[config.mk]
export PLATFORM = sky130hd
export DESIGN_NAME = swg_gate_ctrl
export DESIGN_NICKNAME = d
export VERILOG_FILES = /design/src/logic/swg_pkg.sv /design/src/logic/swg_gate_ctrl.sv
export SDC_FILE = /design/constraint.sdc
export NUM_CORES = 1
export LEC_CHECK = 0
export BUFFER_PORTS_ARGS = -buffer_cell sky130_fd_sc_hd__buf_2
export CORE_UTILIZATION = 45
export CTS_CLUSTER_SIZE = 10
export DETAILED_ROUTE_END_ITERATION = 8
export GPL_TIMING_DRIVEN = 0
export MAX_ROUTING_LAYER = met4
export PLACE_DENSITY_LB_ADDON = 0.25
export SLEW_MARGIN = 10
export SYNTH_ARGS = -nofsm -noshare
export SYNTH_HDL_FRONTEND = slang
export SYNTH_SLANG_ARGS = --single-unit
export TNS_END_PERCENT = 1
[constraint.sdc]
create_clock -name ref_clk -period 4.8 [get_ports ref_clk]
set_clock_uncertainty 0.05 [all_clocks]
set_input_delay 0.72 -clock ref_clk [delete_from_list [all_inputs] [get_ports ref_clk]]
set_output_delay 0.72 -clock ref_clk [all_outputs]
set_load 0.02 [all_outputs]
[src/logic/swg_pkg.sv]
// shared constants, types and helpers for the swing gate mode controller
package swg_pkg;
  localparam int unsigned CW      = 36;     // width of all long timers
  localparam int unsigned CLK_KHZ = 200000; // ref_clk rate, 200 MHz
  // times in milliseconds
  localparam int unsigned T_DEB_MS      = 10;
  localparam int unsigned T_BOOT_MS     = 3000;
  localparam int unsigned T_OVL_MS      = 10000;
  localparam int unsigned T_OVL_PER_MS  = 20000;
  localparam int unsigned T_FLASH_DLY_MS = 5000;
  localparam int unsigned T_FLASH_MS    = 1000;
  localparam int unsigned T_BAT_PER_MS  = 30000;
  localparam int unsigned T_BEEP_MS     = 100;
  // cycle counts derived from the times
  localparam logic [CW-1:0] C_DEB       = CW'(64'(T_DEB_MS) * CLK_KHZ);
  localparam logic [CW-1:0] C_BOOT      = CW'(64'(T_BOOT_MS) * CLK_KHZ);
  localparam logic [CW-1:0] C_OVL       = CW'(64'(T_OVL_MS) * CLK_KHZ);
  localparam logic [CW-1:0] C_OVL_PER   = CW'(64'(T_OVL_PER_MS) * CLK_KHZ);
  localparam logic [CW-1:0] C_FLASH_DLY = CW'(64'(T_FLASH_DLY_MS) * CLK_KHZ);
  localparam logic [CW-1:0] C_FLASH     = CW'(64'(T_FLASH_MS) * CLK_KHZ);
  localparam logic [CW-1:0] C_BAT_PER   = CW'(64'(T_BAT_PER_MS) * CLK_KHZ);
  localparam logic [CW-1:0] C_BEEP      = CW'(64'(T_BEEP_MS) * CLK_KHZ);
  localparam logic [3:0]    OVL_BEEPS   = 4'h3;
  localparam logic [3:0]    BAT_BEEPS   = 4'h6;
  // register map (byte addresses) and fields
  localparam logic [3:0]  ADR_CTRL   = 4'h0;
  localparam logic [3:0]  ADR_STAT   = 4'h4;
  localparam int unsigned CTRL_PULSE = 0;
  localparam logic        RST_PULSE  = 1'b0;
  typedef enum logic [3:0] {
    ST_BOOT, ST_HOMING, ST_LOCKED, ST_OPEN_L, ST_OPEN_R,
    ST_UNBLOCK, ST_OVERLOAD, ST_OFF
  } swg_state_t;
  // contact and sensor levels, all asynchronous to ref_clk
  typedef struct packed {
    logic acs_left;    // access_control_connector left request
    logic acs_right;   // access_control_connector right request
    logic acs_halt;    // access_control_connector halt
    logic pnl_left;    // remote_operator_panel left button
    logic pnl_right;   // remote_operator_panel right button
    logic pnl_halt;    // remote_operator_panel halt button
    logic unblock_ok;  // emergency_unblock_input, 1 = contacts closed
    logic mains_ok;    // mains present
    logic pwr_sw_on;   // mains switch in on position
    logic bat_sw_on;   // battery switch in on position
    logic bat_low;     // discharge comparator, about 22 V
    logic bat_cut;     // cutoff comparator, about 20 V
    logic force_back;  // panel forced against drive rotation
    logic at_home;     // panel in home position
  } swg_contacts_t;
  // debouncer starts from a healthy homed picture, else reset would look like cutoff
  localparam swg_contacts_t CONTACTS_RST = '{unblock_ok: 1'b1, mains_ok: 1'b1,
    pwr_sw_on: 1'b1, bat_sw_on: 1'b1, at_home: 1'b1, default: 1'b0};
  typedef struct packed {
    logic lock_on;      // locking device engaged
    logic drive_power;  // drive supply enabled
    logic motor_left;   // rotate toward left opening
    logic motor_right;  // rotate toward right opening
    logic motor_home;   // rotate back to home
    logic ind_left;     // panel left indicator
    logic ind_right;    // panel right indicator
    logic ind_halt;     // panel red halt indicator
    logic ind_mains;    // controller mains indicator
    logic ind_battery;  // controller battery indicator
    logic acs_pwr_fail; // mains-failure status to connector
    logic acs_bat_fail; // battery-failure status to connector
    logic beeper;       // panel sounder on
    logic tone_hi;      // second tone select
    logic power_off;    // self switch-off request
  } swg_drive_t;
  function automatic logic swg_hit(input logic [CW-1:0] cnt, input logic [CW-1:0] lim);
    return cnt == lim - CW'(1);
  endfunction
endpackage

[src/logic/swg_gate_ctrl.sv]
// gate_controller: potential mode, emergency unblock, overload, power supervision
//
// Operation
// while a direction level is held, open that way and stay open
// held panel halt button locks the gate despite connector requests
// connector direction level dropping makes the gate lock
// connector halt input has no effect in potential mode
// held panel direction button opens that way until released
// opened unblock contacts free the panel and cut drive power always
// unblock contacts closing repeat power-up then always-locked
// forced against drive over 10 seconds enters overload
// overload blinks all three indicators, three beeps every 20 seconds
// overload ends only when panel is back home; code also leaves it on opened unblock contacts or battery cutoff
// mains loss switches to standby battery if battery switch on
// on battery mains indicator off, battery indicator on
// mains loss asserts mains-failure status on connector
// about 5 seconds after mains loss flash panel at 1 second
// battery-low flag asserts battery-failure status on connector
// battery-low gives six short beeps every 30 seconds
// battery cutoff enters malfunction and switches off
// mains back with mains switch on resumes normal operation
// power-up lights all, two tones, after 3 s halt only, home, lock
// access control holds the level of the chosen direction
// all contacts synchronised and debounced before use
// configuration selects pulse or potential interpretation only
//
// Local design decisions: the Wishbone interface to the registers and the register offsets.
`timescale 1ns/1ps
module swg_gate_ctrl #(
  parameter logic [swg_pkg::CW-1:0] P_DEB_CYC       = swg_pkg::C_DEB,
  parameter logic [swg_pkg::CW-1:0] P_BOOT_CYC      = swg_pkg::C_BOOT,
  parameter logic [swg_pkg::CW-1:0] P_OVL_CYC       = swg_pkg::C_OVL,
  parameter logic [swg_pkg::CW-1:0] P_OVL_PER_CYC   = swg_pkg::C_OVL_PER,
  parameter logic [swg_pkg::CW-1:0] P_FLASH_DLY_CYC = swg_pkg::C_FLASH_DLY,
  parameter logic [swg_pkg::CW-1:0] P_FLASH_CYC     = swg_pkg::C_FLASH,
  parameter logic [swg_pkg::CW-1:0] P_BAT_PER_CYC   = swg_pkg::C_BAT_PER,
  parameter logic [swg_pkg::CW-1:0] P_BEEP_CYC      = swg_pkg::C_BEEP
) (
  input  wire logic                  ref_clk,  // 200 MHz system clock
  input  wire logic                  rst,      // synchronous reset, high
  input  wire logic                  wb_cyc_i, // wishbone cycle
  input  wire logic                  wb_stb_i, // wishbone strobe
  input  wire logic                  wb_we_i,  // wishbone write
  input  wire logic [3:0]            wb_adr_i, // wishbone byte address
  input  wire logic [3:0]            wb_sel_i, // wishbone byte enables
  input  wire logic [31:0]           wb_dat_i, // wishbone write data
  output logic      [31:0]           wb_dat_o, // wishbone read data
  output logic                       wb_ack_o, // wishbone acknowledge
  input  wire swg_pkg::swg_contacts_t contacts, // raw contact levels
  output swg_pkg::swg_drive_t        drive     // drive, lock and indicators
);
  import swg_pkg::*;

  swg_contacts_t    s1_q, s2_q, deb_q;
  logic [CW-1:0]    deb_cnt_q;
  swg_state_t       st_q, st_d;
  logic [CW-1:0]    st_cnt_q, ovl_cnt_q, mains_cnt_q, flash_cnt_q;
  logic [CW-1:0]    per_cnt_q, slot_cnt_q;
  logic             flash_q, beep_q, pulse_q, ack_q;
  logic [3:0]       left_q;
  logic [31:0]      rdat_q;
  swg_drive_t       drive_q, drive_d;

  // debounce: the whole vector is taken once it has differed from deb_q for P_DEB_CYC cycles running; a return to deb_q restarts
  always_ff @(posedge ref_clk) begin
    if (rst) begin
      s1_q      <= CONTACTS_RST;
      s2_q      <= CONTACTS_RST;
      deb_q     <= CONTACTS_RST;
      deb_cnt_q <= '0;
    end else begin
      s1_q <= contacts;
      s2_q <= s1_q;
      if (s2_q == deb_q) begin
        deb_cnt_q <= '0;
      end else if (swg_hit(deb_cnt_q, P_DEB_CYC)) begin
        deb_q     <= s2_q;
        deb_cnt_q <= '0;
      end else begin
        deb_cnt_q <= deb_cnt_q + CW'(1);
      end
    end
  end

  // request decode
  wire potential = !pulse_q;
  wire halt      = deb_q.pnl_halt;
  wire req_l     = deb_q.pnl_left | deb_q.acs_left;
  wire req_r     = deb_q.pnl_right | deb_q.acs_right;
  wire open_l    = potential & !halt & req_l & !req_r;
  wire open_r    = potential & !halt & req_r & !req_l;
  wire on_batt   = !(deb_q.mains_ok & deb_q.pwr_sw_on);
  wire dead      = on_batt & (deb_q.bat_cut | !deb_q.bat_sw_on);
  wire driving   = st_q inside {ST_OPEN_L, ST_OPEN_R, ST_HOMING};
  wire forcing   = driving & deb_q.force_back;
  wire ovl_hit   = forcing & swg_hit(ovl_cnt_q, P_OVL_CYC);
  wire boot_done = (st_q == ST_BOOT) & swg_hit(st_cnt_q, P_BOOT_CYC);
  wire flash_en  = on_batt & swg_hit(mains_cnt_q, P_FLASH_DLY_CYC);
  wire alarm_ovl = st_q == ST_OVERLOAD;
  wire alarm_bat = deb_q.bat_low & !alarm_ovl;
  wire alarm     = alarm_ovl | alarm_bat;
  wire [CW-1:0] per_lim = alarm_ovl ? P_OVL_PER_CYC : P_BAT_PER_CYC;
  wire [3:0]    burst_n = alarm_ovl ? OVL_BEEPS : BAT_BEEPS;
  wire burst_start = alarm & (per_cnt_q == '0);
  wire slot_wrap   = swg_hit(slot_cnt_q, P_BEEP_CYC);

  always_comb begin
    st_d = st_q;
    if (st_q == ST_OFF) begin
      if (!on_batt) st_d = ST_BOOT;
    end else if (dead) begin
      st_d = ST_OFF;
    end else if (!deb_q.unblock_ok) begin
      st_d = ST_UNBLOCK;
    end else if (ovl_hit) begin
      st_d = ST_OVERLOAD;
    end else begin
      unique case (st_q)
        ST_BOOT: begin
          if (boot_done) st_d = deb_q.at_home ? ST_LOCKED : ST_HOMING;
        end
        ST_HOMING, ST_LOCKED: begin
          if (open_l) st_d = ST_OPEN_L;
          else if (open_r) st_d = ST_OPEN_R;
          else if (deb_q.at_home) st_d = ST_LOCKED;
          else st_d = ST_HOMING;
        end
        ST_OPEN_L: begin
          if (!open_l) st_d = ST_HOMING;
        end
        ST_OPEN_R: begin
          if (!open_r) st_d = ST_HOMING;
        end
        ST_UNBLOCK:  st_d = ST_BOOT;
        ST_OVERLOAD: begin
          if (deb_q.at_home) st_d = ST_LOCKED;
        end
        ST_OFF:      st_d = ST_OFF;
      endcase
    end
  end

  // outputs
  always_comb begin
    drive_d              = '0;
    drive_d.lock_on      = st_q inside {ST_BOOT, ST_LOCKED, ST_HOMING};
    drive_d.drive_power  = !(st_q inside {ST_UNBLOCK, ST_OVERLOAD, ST_OFF});
    drive_d.motor_left   = st_q == ST_OPEN_L;
    drive_d.motor_right  = st_q == ST_OPEN_R;
    drive_d.motor_home   = st_q == ST_HOMING;
    drive_d.ind_left     = st_q == ST_OPEN_L;
    drive_d.ind_right    = st_q == ST_OPEN_R;
    drive_d.ind_halt     = st_q inside {ST_LOCKED, ST_HOMING};
    if (flash_en & !flash_q) begin
      drive_d.ind_left  = 1'b0;
      drive_d.ind_right = 1'b0;
      drive_d.ind_halt  = 1'b0;
    end
    if (st_q == ST_BOOT) begin
      drive_d.ind_left  = 1'b1;
      drive_d.ind_right = 1'b1;
      drive_d.ind_halt  = 1'b1;
    end
    if (alarm_ovl) begin
      drive_d.ind_left  = flash_q;
      drive_d.ind_right = flash_q;
      drive_d.ind_halt  = flash_q;
    end
    drive_d.ind_mains    = !on_batt;
    drive_d.ind_battery  = on_batt & deb_q.bat_sw_on & (st_q != ST_OFF);
    drive_d.acs_pwr_fail = !deb_q.mains_ok;
    drive_d.acs_bat_fail = deb_q.bat_low;
    drive_d.beeper       = (st_q == ST_BOOT) | beep_q;
    drive_d.tone_hi      = (st_q == ST_BOOT) & flash_q;
    drive_d.power_off    = st_q == ST_OFF;
  end

  always_ff @(posedge ref_clk) begin
    if (rst) begin
      st_q    <= ST_BOOT;
      drive_q <= '0;
    end else begin
      st_q    <= st_d;
      drive_q <= drive_d;
    end
  end

  // timers
  always_ff @(posedge ref_clk) begin
    if (rst) begin
      st_cnt_q    <= '0;
      ovl_cnt_q   <= '0;
      mains_cnt_q <= '0;
      flash_cnt_q <= '0;
      flash_q     <= 1'b0;
    end else begin
      st_cnt_q <= (st_q != st_d) ? '0 : st_cnt_q + CW'(1);
      if (!forcing) ovl_cnt_q <= '0;
      else if (!ovl_hit) ovl_cnt_q <= ovl_cnt_q + CW'(1);
      if (!on_batt) mains_cnt_q <= '0;
      else if (!flash_en) mains_cnt_q <= mains_cnt_q + CW'(1);
      if (swg_hit(flash_cnt_q, P_FLASH_CYC)) begin
        flash_cnt_q <= '0;
        flash_q     <= !flash_q;
      end else begin
        flash_cnt_q <= flash_cnt_q + CW'(1);
      end
    end
  end

  // beep bursts; overload alarm takes priority over battery alarm
  always_ff @(posedge ref_clk) begin
    if (rst) begin
      per_cnt_q  <= '0;
      slot_cnt_q <= '0;
      left_q     <= '0;
      beep_q     <= 1'b0;
    end else begin
      slot_cnt_q <= slot_wrap ? '0 : slot_cnt_q + CW'(1);
      if (!alarm || swg_hit(per_cnt_q, per_lim)) per_cnt_q <= '0;
      else per_cnt_q <= per_cnt_q + CW'(1);
      if (!alarm) begin
        left_q <= '0;
        beep_q <= 1'b0;
      end else begin
        if (burst_start) left_q <= burst_n;
        else if (slot_wrap && beep_q) left_q <= left_q - 4'h1;
        if (slot_wrap) beep_q <= !beep_q && (left_q != 4'h0);
      end
    end
  end

  // wishbone slave, one wait state, unmapped reads give zero
  wire wb_req = wb_cyc_i & wb_stb_i & !ack_q;
  wire [31:0] rd_mux = (wb_adr_i == ADR_CTRL) ? {31'h0, pulse_q} :
                       (wb_adr_i == ADR_STAT) ?
                       {23'h0, pulse_q, deb_q.at_home, deb_q.bat_low, flash_en,
                        on_batt, 4'(st_q)} : 32'h0;
  always_ff @(posedge ref_clk) begin
    if (rst) begin
      ack_q   <= 1'b0;
      rdat_q  <= '0;
      pulse_q <= RST_PULSE;
    end else begin
      ack_q  <= wb_req;
      rdat_q <= wb_req ? rd_mux : '0;
      if (wb_req && wb_we_i && wb_sel_i[0] && wb_adr_i == ADR_CTRL)
        pulse_q <= wb_dat_i[CTRL_PULSE];
    end
  end

  assign wb_ack_o = ack_q;
  assign wb_dat_o = rdat_q;
  assign drive    = drive_q;

  wire calm = deb_q.unblock_ok & !dead & !ovl_hit & st_q != ST_OFF;
endmodule // swg_gate_ctrl

Word-level counts from Yosys, hierarchy flattened
Index checks and enable logic that the tools add are counted.
Storage, ports and cells
  output and inout port bits: 48
  flip-flop bits (word level): 353
  input bits: 59
Cells by class
  bitwise operators: 29
  add/subtract/negate cells: 9
  reductions and logical operators: 41
  equality and inequality tests: 18
  multiplexer cells: 22
Operators by type and width (count)
  $add 36x1->36 const B: 7
  $eq 36x30->1 const B: 2
  $mux 4: 11
  $eq 36x21->1 const B: 1
  $eq 36x25->1 const B: 1
  $eq 36x28->1 const B: 1
  $eq 36x31->1 const B: 1
  $eq 36x36->1: 1
  $logic_not 36->1: 1
  $sub 33x1->34 const B: 1
  $mux 33: 1
  $pmux 4 s6: 1
  $eq 4x3->1 const B: 5
  $and 1x1->1: 19
  $mux 3: 6
  $reduce_or 2->1: 9
  $eq 14x14->1: 1
  $logic_not 1->1: 13
  $reduce_bool 3->1: 3
  $eq 4x2->1 const B: 2
  $logic_not 4->1: 2
  $reduce_or 3->1: 2
  $logic_and 1x1->1: 5
  $not 1->1: 5
  12 further kinds: 18

Logic depth before layout (Yosys ltp)
Gate-level depths: netlist (run 1).
  word-level depth: 13
  mapped depth: 9

Worst setup path before layout (run 1)
OpenSTA, ideal clock, no wires.
  path kind: register to register
  start point: reg st_cnt_q[0]
  end point: reg st_cnt_q[10]
  cell stages (with the launch flop): 10
  arrival: 2.443 ns
  path slack: 2.234 ns
  buffers on the path: 1
  data required time: 4.677 ns
  setup time: 0.073 ns
  path through: dfxtp_1 > ha_1 > inv_1 > or3_1 > nor4_1 > a2111oi_0 > nor3_1 > mux2_4 > buf_6 > nor3_2
On the way
  longest elaborated chain between the ends: 10
  elaborated cells on any way between the ends: 11
  classes of those cells: add/sub (1); eq/ne (2); mux (6); bitwise (1); reduce/logical (1)
RTL lines
  from (decl): line swg_gate_ctrl.sv:57  | logic [CW-1:0] st_cnt_q, ovl_cnt_q, mains_cnt_q, flash_cnt_q;
  from (signal assigned): line swg_gate_ctrl.sv:197  | st_cnt_q <= (st_q != st_d) ? '0 : st_cnt_q + CW'(1);
  $eq 36x30->1: line swg_pkg.sv:72  | return cnt == lim - CW'(1);
  $and 1x1->1: line swg_gate_ctrl.sv:97  | wire boot_done = (st_q == ST_BOOT) & swg_hit(st_cnt_q, P_BOOT_CYC);
  $mux 4: line swg_gate_ctrl.sv:120  | if (boot_done) st_d = deb_q.at_home ? ST_LOCKED : ST_HOMING;
  $pmux 4 s6: line swg_gate_ctrl.sv:118  | unique case (st_q)
  $mux 4: line swg_gate_ctrl.sv:115  | end else if (ovl_hit) begin
  $mux 4: line swg_gate_ctrl.sv:113  | end else if (!deb_q.unblock_ok) begin
  $mux 4: line swg_gate_ctrl.sv:111  | end else if (dead) begin
  $mux 4: line swg_gate_ctrl.sv:109  | if (st_q == ST_OFF) begin
  $ne 4x4->1: line swg_gate_ctrl.sv:197
  $reduce_or 2->1 (no line)
Several ways; a longest one is shown, not always the timed one.
A chain may end at the register's enable or synchronous reset.

Final worst setup path (run 1)
  start point: reg st_q[3]
  end point: reg st_cnt_q[32]
On the way
  longest elaborated chain between the ends: 10
  elaborated cells on any way between the ends: 25
  classes of those cells: eq/ne (8); mux (10); bitwise (3); reduce/logical (4)
RTL lines
  from (decl): line swg_gate_ctrl.sv:56  | swg_state_t st_q, st_d;
  from (signal assigned): line swg_gate_ctrl.sv:183  | st_q <= st_d;
  $logic_not 4->1 (tied with other cells): line swg_gate_ctrl.sv:97, swg_gate_ctrl.sv:118
  $and 1x1->1 / $reduce_bool 3->1 (equally long branches): line swg_gate_ctrl.sv:97, swg_gate_ctrl.sv:94
  $mux 4 / $and 1x1->1 (equally long branches): line swg_gate_ctrl.sv:120, swg_gate_ctrl.sv:95
  $pmux 4 s6 / $and 1x1->1 (equally long branches): line swg_gate_ctrl.sv:118, swg_gate_ctrl.sv:96
  $mux 4: line swg_gate_ctrl.sv:115
  $mux 4: line swg_gate_ctrl.sv:113
  $mux 4: line swg_gate_ctrl.sv:111
  $mux 4: line swg_gate_ctrl.sv:109
  $ne 4x4->1 (*): line swg_gate_ctrl.sv:197
  $reduce_or 2->1 (no line) (*)
Every way passes the cells marked *; elsewhere a longest branch is shown, timed or not.

==> flow_metrics.env, run 1 <==
export IMPL_outcome="finished, final reports clean"
export IMPL_gp_congestion=0.860
export IMPL_synthDominantCellAreaShare_pct=44.0
export IMPL_clkSlewWorstSetupHoldPaths_ns=0.06
export IMPL_area_of_the_core_sq_um=32700
export IMPL_route_vias_total=12000
export IMPL_grt_util_all_layers_pct=19.6
export IMPL_grt_antenna_before_repair=2
export IMPL_synth_main_ff_cell="dfxtp_1"
export IMPL_maxCapViolations=0
export IMPL_critical_path_slowest_cell="nor4_1"
export IMPL_finalCritPeriodShare_pct=72.8
export IMPL_power_share_switching_pct=25.0
export IMPL_drt_pass1_iter_count=5
export IMPL_path_depth=8
export IMPL_worstPathArrival_ns=3.84
export IMPL_layout_filler_cells=3116
export IMPL_critical_path_required_ns=5.14
export IMPL_sequential_cell_area_sq_um=6610
export IMPL_clockBufferDepth=3
export IMPL_grt_pass1_vias=11200
export IMPL_hold_buffers_post_cts=0
export IMPL_worst_skew_pair_late_latency_ns=0.53
export IMPL_hold_violations=0
export IMPL_min_path_type="in2reg"
export IMPL_floorplan_initialDensity_pct=45.9
export IMPL_cts_tree="done"
export IMPL_fp_dieArea_sq_um=34100
export IMPL_post_synth_main_area_contributors="dfxtp_1 44%, xnor2_1 7.2%, nor2_1 7.1%, xor2_1 6.2%, nand2_1 3.4%"
export IMPL_worst_r2r_path_depth=8
export IMPL_die_w_microns=185
export IMPL_grt_start_max_net_pins=12
export IMPL_routed_wire_length_microns=31800
export IMPL_power_share_sequential_pct=46.7
export IMPL_max_clock_freq_mhz=286
export IMPL_drt_wirelength_per_cell_microns=13.8
export IMPL_total_cts_buffers=40
export IMPL_core_rowCount=66
export IMPL_synth_yosys_warnings=0
export IMPL_post_dp_hpwl_microns=22700
export IMPL_dr_first_iter_drc_count=732
export IMPL_fin_setup_tns_ns=0
export IMPL_grt_setup_unrepaired="no"
export IMPL_slew_viol_final=0
export IMPL_power_share_clock_pct=43.5
export IMPL_critical_path_top_delay_family="simple AND/OR/NAND/NOR gates"
export IMPL_critical_path_class="reg2reg"
export IMPL_synth_sequential_area_ratio_pct=44.0
export IMPL_worst_pin_slew_ns=1.05
export IMPL_io_buffers=49
export IMPL_synth_most_common_cell="dfxtp_1"
export IMPL_yosys_top_cells_count="330 x dfxtp_1, 285 x nor2_1, 137 x nand2_1, 124 x xnor2_1, 106 x xor2_1"
export IMPL_routed_via_density=5.18
export IMPL_largest_stage_delay_worst_path_ns=0.82
export IMPL_cts_htree_levels=2
export IMPL_static_leakage_power_nw=5.85
export IMPL_final_antenna_net_count=0
export IMPL_critical_path_cell_chain="clkbuf_1 -> nor4_1 -> nand4_1 -> nor4_1 -> a311o_1 -> mux2i_2 -> buf_2 -> nor3_2"
export IMPL_syn_inst=1741
export IMPL_route_detailed_drc=0
export IMPL_syn_to_final_growth_pct=13.4
export IMPL_setup_worst_path_end_class="register"
export IMPL_crit_buf_inv=2
export IMPL_slew_headroom_pct=29.2
export IMPL_worst_hold_depth=2
export IMPL_ys_async_sr_fraction_pct=0
export IMPL_buffers_inserted_during_post_cts_setup_optimization=0
export IMPL_cts_resized=0
export IMPL_first_pass_grt_wire_length_microns=53800
export IMPL_placedInstanceArea_sq_um=15900
export IMPL_switching_power_w=0.00151
export IMPL_layout_cell_area_non_filler_sq_um=17000
export IMPL_synth_ff_latch_count=330
export IMPL_synth_edf_count=0
export IMPL_synth_area_leader_cell="dfxtp_1"
export IMPL_hold_slack_ns=0.355
export IMPL_die_h_microns=185
export IMPL_start_kind="register"
export IMPL_area_of_the_multi_input_gates_sq_um=7840
export IMPL_crit_fanout=10
export IMPL_vdd_ir_drop_max_mv=0.231
export IMPL_per_instance_average_area_after_synthesis_sq_um=8.62
export IMPL_nNetsFinal=1922
export IMPL_ios=107
export IMPL_clock_sink_count=330
export IMPL_cp_common_cell="nor4_1"
export IMPL_synth_cell_type_count=65
export IMPL_total_congestion_overflow=0
export IMPL_cts_root_buffer="clkbuf_16"
export IMPL_setup_viol=0
export IMPL_final_layout_size_suffix_gt1_share_pct=10.7
export IMPL_cell_internal_pwr_w=0.00453
export IMPL_power_density_nw_per_um2=355
export IMPL_syn_area_sq_um=15000
export IMPL_min_period_ns=3.50
export IMPL_comb_power_share_pct=9.8
layout by cell type (no fill, tap or decap), types with 6 or more instances in the layout:
cell / instances
dfxtp_1: 330
nor2_1: 285
nand2_1: 137
xnor2_1: 124
xor2_1: 106
nand3_1: 94
buf_2: 60
nand4_1: 60
clkbuf_1: 58
inv_1: 48
nor4_1: 48
or3_1: 45
nor3_1: 44
a21oi_1: 40
o21ai_0: 40
clkbuf_16: 40
nor2b_1: 31
nor3_2: 31
and3_1: 29
buf_4: 23
conb_1: 23
or2_2: 18
mux2i_1: 14
and4_1: 13
nor4b_1: 11
and2_1: 10
ha_1: 9
nor3b_1: 6
nand2b_1: 6
a211o_1: 6
metrics by stage:
stage | util [%] | total power, W | setup WS (ns) | cells
2_1_floorplan | - | 0.00332 | 2.23 | 1763
3_3_place_gp | 48.6 | 0.00346 | 1.34 | 2254
3_5_place_dp | 48.6 | 0.00347 | 1.36 | 2254
4_1_cts | 52.0 | 0.00611 | 1.36 | 2308
5_1_grt | 52.0 | 0.00627 | 1.11 | 2310
6_report | 52.0 | 0.00603 | 1.30 | 2311
metal layers:
metal | GRT usage (%) | share of wire, % | up-vias | wire, microns
met5 | - | 0 | - | 0
met4 | 6.23 | 2.7 | 0 | 857
met3 | 2.88 | 4.0 | 69 | 1280
met2 | 31.2 | 46 | 199 | 14600
met1 | 25.5 | 48 | 5590 | 15100
li1 | - | - | 6120 | -
layout make-up:
cell class,instances,area share [%]
multi-input cells,1295,46.1
flip-flops and latches,330,38.8
clock buffers,50,6.22
well taps,442,3.25
plain buffers,90,2.71
repair buffers,49,1.44
inverters,48,1.06
clock inverters,4,0.338
diodes,3,0.0441
kinds of logic after synthesis:
logic type                 count (synthesis)  synth area share, %
DFF                                      330                 44.0
muxes                                     16                 1.13
xor gates and xnor gates                 230                 13.4
and+or+nand+nor                          906                 32.1
buffers and inverters                    138                 4.27
AOI/OAI and AO/OA                        111                 4.30
other                                      1               0.0250
adders and majority gates                  9                0.751
power by group through the flow:
| stage | clock, W | sequential (W) | combinational [W] |
|---|---|---|---|
| 2_1_floorplan | 0 | 0.00288 | 0.000444 |
| 3_3_place_gp | 0 | 0.00287 | 0.000591 |
| 3_5_place_dp | 0 | 0.00287 | 0.000595 |
| 4_1_cts | 0.00270 | 0.00281 | 0.000594 |
| 5_1_grt | 0.00281 | 0.00282 | 0.000650 |
| 6_report | 0.00262 | 0.00282 | 0.000592 |
flip-flops by register name (all words and copies together) (netlist names):
name,count
beep_q,1
ovl_cnt_q,36
pulse_q,1
s2_q,14
flash_q,1
mains_cnt_q,36
halt,1
st_cnt_q,36
wb_dat_o,9
left_q,4
flash_cnt_q,36
deb_cnt_q,36
per_cnt_q,36
s1_q,14
deb_q,13
st_q,4
drive,15
slot_cnt_q,36
wb_ack_o,1
path summary, 6_finish.rpt:
path / from / endpoint / slack [ns]
min: contacts[8] / s1_q[8] / 0.36
max: st_q[3] / st_cnt_q[32] / 1.30
min reg2reg: s1_q[6] / s2_q[6] / 0.36
max reg2reg: st_q[3] / st_cnt_q[32] / 1.30
(Power assumes the default switching activity.)
==> run 2, diff against run 1 <==
clock period = 3.65 ns   (was 4.8 ns; I/O delays follow)
==> run 2 against run 1 <==
  * Clock-buffer cell count unchanged
  * Sequential cell count unchanged
  * Non-clock buffer count unchanged
  * Register-to-register slack got worse by 1.0 ns
  * Core utilization about the same
==> flow_metrics.env, run 2 (synthesis results as in run 1) <==
export IMPL_clkSlewWorstSetupHoldPaths_ns=0.06
export IMPL_area_of_the_core_sq_um=32700
export IMPL_dr_first_iter_drc_count=737
export IMPL_critical_path_required_ns=3.98
export IMPL_setup_viol=0
export IMPL_syn_to_final_growth_pct=13.4
export IMPL_crit_buf_inv=3
export IMPL_core_rowCount=66
export IMPL_max_clock_freq_mhz=298
export IMPL_drt_pass1_iter_count=5
export IMPL_min_period_ns=3.35
export IMPL_total_cts_buffers=40
export IMPL_grt_pass1_vias=11200
export IMPL_maxCapViolations=0
export IMPL_drt_wirelength_per_cell_microns=13.7
export IMPL_total_congestion_overflow=0
export IMPL_crit_fanout=10
export IMPL_grt_setup_unrepaired="no"
export IMPL_critical_path_top_delay_family="simple AND/OR/NAND/NOR gates"
export IMPL_cts_htree_levels=2
export IMPL_hold_violations=0
export IMPL_nNetsFinal=1922
export IMPL_critical_path_slowest_cell="nor3b_1"
export IMPL_io_buffers=49
export IMPL_grt_util_all_layers_pct=19.6
export IMPL_routed_via_density=5.18
export IMPL_clockBufferDepth=3
export IMPL_fp_dieArea_sq_um=34100
export IMPL_grt_start_max_net_pins=12
export IMPL_slew_viol_final=0
export IMPL_post_dp_hpwl_microns=22700
export IMPL_worstPathArrival_ns=3.69
export IMPL_buffers_inserted_during_post_cts_setup_optimization=0
export IMPL_static_leakage_power_nw=5.85
export IMPL_ios=107
export IMPL_start_kind="register"
export IMPL_route_detailed_drc=0
export IMPL_cts_root_buffer="clkbuf_16"
export IMPL_largest_stage_delay_worst_path_ns=0.83
export IMPL_layout_commonest_cell="dfxtp_1"
export IMPL_routed_wire_length_microns=31800
export IMPL_worst_pin_slew_ns=1.06
export IMPL_final_layout_size_suffix_gt1_share_pct=10.8
export IMPL_fin_setup_tns_ns=0
export IMPL_gp_congestion=0.860
export IMPL_clock_sink_count=330
export IMPL_outcome="finished, final reports clean"
export IMPL_first_pass_grt_wire_length_microns=53800
export IMPL_final_antenna_net_count=0
export IMPL_cts_resized=0
export IMPL_final_cell_mix="330 x dfxtp_1, 285 x nor2_1, 137 x nand2_1"
export IMPL_cp_common_cell="inv_1"
export IMPL_power_density_nw_per_um2=466
export IMPL_vdd_ir_drop_max_mv=0.304
export IMPL_route_vias_total=12000
export IMPL_die_h_microns=185
export IMPL_floorplan_initialDensity_pct=45.9
export IMPL_critical_path_cell_chain="clkbuf_1 -> inv_1 -> nor3b_1 -> o21ai_0 -> nor4_1 -> inv_1 -> mux2i_1 -> nor2_1"
export IMPL_worst_skew_pair_late_latency_ns=0.53
export IMPL_power_total_w=0.00793
export IMPL_slew_headroom_pct=28.8
export IMPL_finalCritPeriodShare_pct=91.9
export IMPL_grt_antenna_before_repair=2
export IMPL_critical_path_class="reg2reg"
export IMPL_setup_worst_path_end_class="register"
export IMPL_die_w_microns=185
export IMPL_cts_tree="done"
export IMPL_hold_buffers_post_cts=0
export IMPL_min_path_type="in2reg"
==> run 2: final cells by class <==
cell class                      count  area, sq um
Fill cell                        3114        15700
Antenna cell                        3         7.51
Timing Repair Buffer               49          245
Clock buffer                       50         1060
Clock inverter                      4         57.6
Multi-Input combinational cell   1295         7840
Tap cell                          442          553
Sequential cell                   330         6610
Inverter                           48          180
Buffer                             90          460
==> run 2: where the power goes <==
part           internal (W)  switching [W]
combinational      0.000266       0.000509
clock               0.00203        0.00143
sequential          0.00366      0.0000416
==> run 2: routing by layer <==
layer / global-route usage (%) / vias to the layer above / wire [microns]
li1: - / 6116 / -
met3: 2.88 / 64 / 1300
met4: 6.23 / 0 / 830
met1: 25.5 / 5569 / 15100
met2: 31.2 / 213 / 14600
met5: - / - / 0
==> run 2: path summary, 6_finish.rpt <==
check                    from   endpoint  slack (ns)  depth (start not counted)
hold reg to reg       s1_q[6]    s2_q[6]        0.36                          1
setup / recovery      st_q[1]  left_q[0]        0.30                          8
hold / removal    contacts[8]    s1_q[8]        0.18                          2
setup reg to reg      st_q[1]  left_q[0]        0.30                          8
==> run 2: metrics by stage <==
step / worst slack (ns) / hold slack (ns) / utilization [%] / std cells / cell area, sq um
floorplan: 1.08 / 0.339 / - / 1763 / 15100
global placement: 0.185 / 0.351 / 48.6 / 2254 / 15900
detailed placement: 0.211 / 0.347 / 48.6 / 2254 / 15900
CTS: 0.210 / 0.166 / 52.0 / 2308 / 17000
global route: 0.0182 / 0.177 / 52.0 / 2310 / 17000
finish: 0.296 / 0.183 / 52.0 / 2311 / 17000
==> run 2: worst register-to-register path, stage by stage, from the launching register on <==
cell      delay, ns
dfxtp_1        0.36
clkbuf_1       0.33
inv_1          0.22
nor3b_1        0.83
o21ai_0        0.20
nor4_1         0.82
inv_1          0.16
mux2i_1        0.20
nor2_1         0.06
==> run 3, diff against run 2 <==
CORE_MARGIN = 2   (was unset)
==> run 3 against run 2 <==
  * Critical path type unchanged
  * Non-clock buffer count unchanged
  * Global-route usage shrank 0.52 points
  * Sequential share of layout area increased by 0.089 points
  * Wire length up 1.5%
  * Sequential power about the same
  * Maximum frequency down 1.9%
==> flow_metrics.env, run 3 (synthesis results as in run 1) <==
export IMPL_critical_path_slowest_cell="nor4_1"
export IMPL_worst_pin_slew_ns=1.07
export IMPL_fp_dieArea_sq_um=34800
export IMPL_critical_path_class="reg2reg"
export IMPL_ios=107
export IMPL_first_pass_grt_wire_length_microns=54900
export IMPL_largest_stage_delay_worst_path_ns=0.62
export IMPL_routed_wire_length_microns=32200
export IMPL_min_path_type="in2reg"
export IMPL_hold_buffers_post_cts=0
export IMPL_fin_setup_tns_ns=0
export IMPL_floorplan_initialDensity_pct=45.9
export IMPL_hold_violations=0
export IMPL_worstPathArrival_ns=3.76
export IMPL_grt_util_all_layers_pct=19.1
export IMPL_final_antenna_net_count=0
export IMPL_route_detailed_drc=0
export IMPL_crit_fanout=10
export IMPL_die_w_microns=187
export IMPL_clkSlewWorstSetupHoldPaths_ns=0.05
export IMPL_setup_viol=0
export IMPL_io_buffers=49
export IMPL_syn_to_final_growth_pct=13.1
export IMPL_drt_wirelength_per_cell_microns=14.0
export IMPL_routed_via_density=5.18
export IMPL_critical_path_required_ns=3.99
export IMPL_max_clock_freq_mhz=292
export IMPL_slew_headroom_pct=28.2
export IMPL_critical_path_cell_chain="clkbuf_1 -> nor4_2 -> nand4_1 -> nor4_1 -> a311o_1 -> mux2i_2 -> buf_2 -> nor3_2"
export IMPL_static_leakage_power_nw=5.83
export IMPL_core_rowCount=66
export IMPL_route_vias_total=11900
export IMPL_dr_first_iter_drc_count=736
export IMPL_min_period_ns=3.42
export IMPL_grt_antenna_before_repair=1
export IMPL_placedInstanceArea_sq_um=15900
export IMPL_finalCritPeriodShare_pct=93.7
export IMPL_total_congestion_overflow=0
export IMPL_area_of_the_core_sq_um=32700
export IMPL_cts_htree_levels=2
export IMPL_die_h_microns=187
export IMPL_post_dp_hpwl_microns=22700
export IMPL_slew_viol_final=0
export IMPL_worst_skew_pair_late_latency_ns=0.52
export IMPL_grt_pass1_vias=11400
export IMPL_cts_root_buffer="clkbuf_16"
export IMPL_cts_tree="done"
export IMPL_setup_worst_path_end_class="register"
export IMPL_gp_congestion=0.859
export IMPL_start_kind="register"
export IMPL_clock_sink_count=330
export IMPL_outcome="finished, final reports clean"
export IMPL_grt_setup_unrepaired="no"
export IMPL_maxCapViolations=0
export IMPL_drt_pass1_iter_count=5
export IMPL_layout_commonest_cell="dfxtp_1"
export IMPL_nNetsFinal=1921
export IMPL_layout_cell_area_non_filler_sq_um=17000
export IMPL_final_cell_mix="330 x dfxtp_1, 285 x nor2_1, 137 x nand2_1"
export IMPL_clockBufferDepth=3
export IMPL_power_density_nw_per_um2=465
export IMPL_grt_start_max_net_pins=11
export IMPL_vdd_ir_drop_max_mv=0.245
export IMPL_total_cts_buffers=39
export IMPL_final_layout_size_suffix_gt1_share_pct=10.7
[run 3: cell types whose count changed in the layout (fill, tap and decap cells not counted)]
cell,change
clkbuf_1,-2
clkinv_8,-2
diode_2,-2
nor4_1,-1
nor4_2,+1
[run 3: metrics by stage]
step | setup WS, ns | hold WS (ns) | cells | utilization [%] | power (W)
after floorplan | 1.08 | 0.339 | 1763 | - | 0.00437
after global placement | 0.175 | 0.350 | 2254 | 48.6 | 0.00456
after detailed placement | 0.0635 | 0.353 | 2254 | 48.6 | 0.00457
after CTS | 0.0584 | 0.165 | 2304 | 51.9 | 0.00799
after global routing | 0.0267 | 0.162 | 2305 | 51.9 | 0.00821
final | 0.231 | 0.190 | 2305 | 51.9 | 0.00789
[run 3: timing repair]
item                                    4_1_cts  5_1_grt
setup buffers                                 0        0
resized for setup                             0        2
endpoints found under the setup margin        0       38
[run 3: layout make-up]
| type | instances | area, sq um |
|---|---|---|
| plain buffers | 90 | 460 |
| diodes | 1 | 2.50 |
| multi-input cells | 1295 | 7850 |
| clock buffers | 48 | 1050 |
| fillers | 3087 | 15700 |
| repair buffers | 49 | 245 |
| flip-flops and latches | 330 | 6610 |
| clock inverters | 2 | 25.0 |
| inverters | 48 | 180 |
| well taps | 442 | 553 |
[run 3: power breakdown]
group	switching [W]	internal, W	total (W)
Combinational	0.000525	0.000267	0.000792
Clock	0.00140	0.00200	0.00339
Sequential	0.0000409	0.00366	0.00370
Total	0.00196	0.00593	0.00789
[run 3: critical path, delay by kind of cell, from the launching register on]
kind / cells / cell delay, ns
AO/OA/AOI/OAI: 1 / 0.33
buffers and inverters: 2 / 0.63
flip-flops: 1 / 0.30
multiplexers: 1 / 0.53
AND/OR/NAND/NOR: 4 / 1.46
[run 3: path summary, 6_finish.rpt]
kind	depth (start not counted)	endpoint	from	slack [ns]
worst min register to register	1	s2_q[5]	s1_q[5]	0.36
worst max register to register	8	st_cnt_q[5]	st_q[3]	0.23
worst max-delay path	8	st_cnt_q[5]	st_q[3]	0.23
worst min-delay path	2	s1_q[0]	contacts[0]	0.19
[run 3: metal layers]
metal	vias up	track usage, %	part of all wire [%]
met4	0	5.46	1.8
met2	204	30.6	46
met1	5578	24.8	48
met5	-	-	0
li1	6116	-	-
met3	43	3.22	4.1
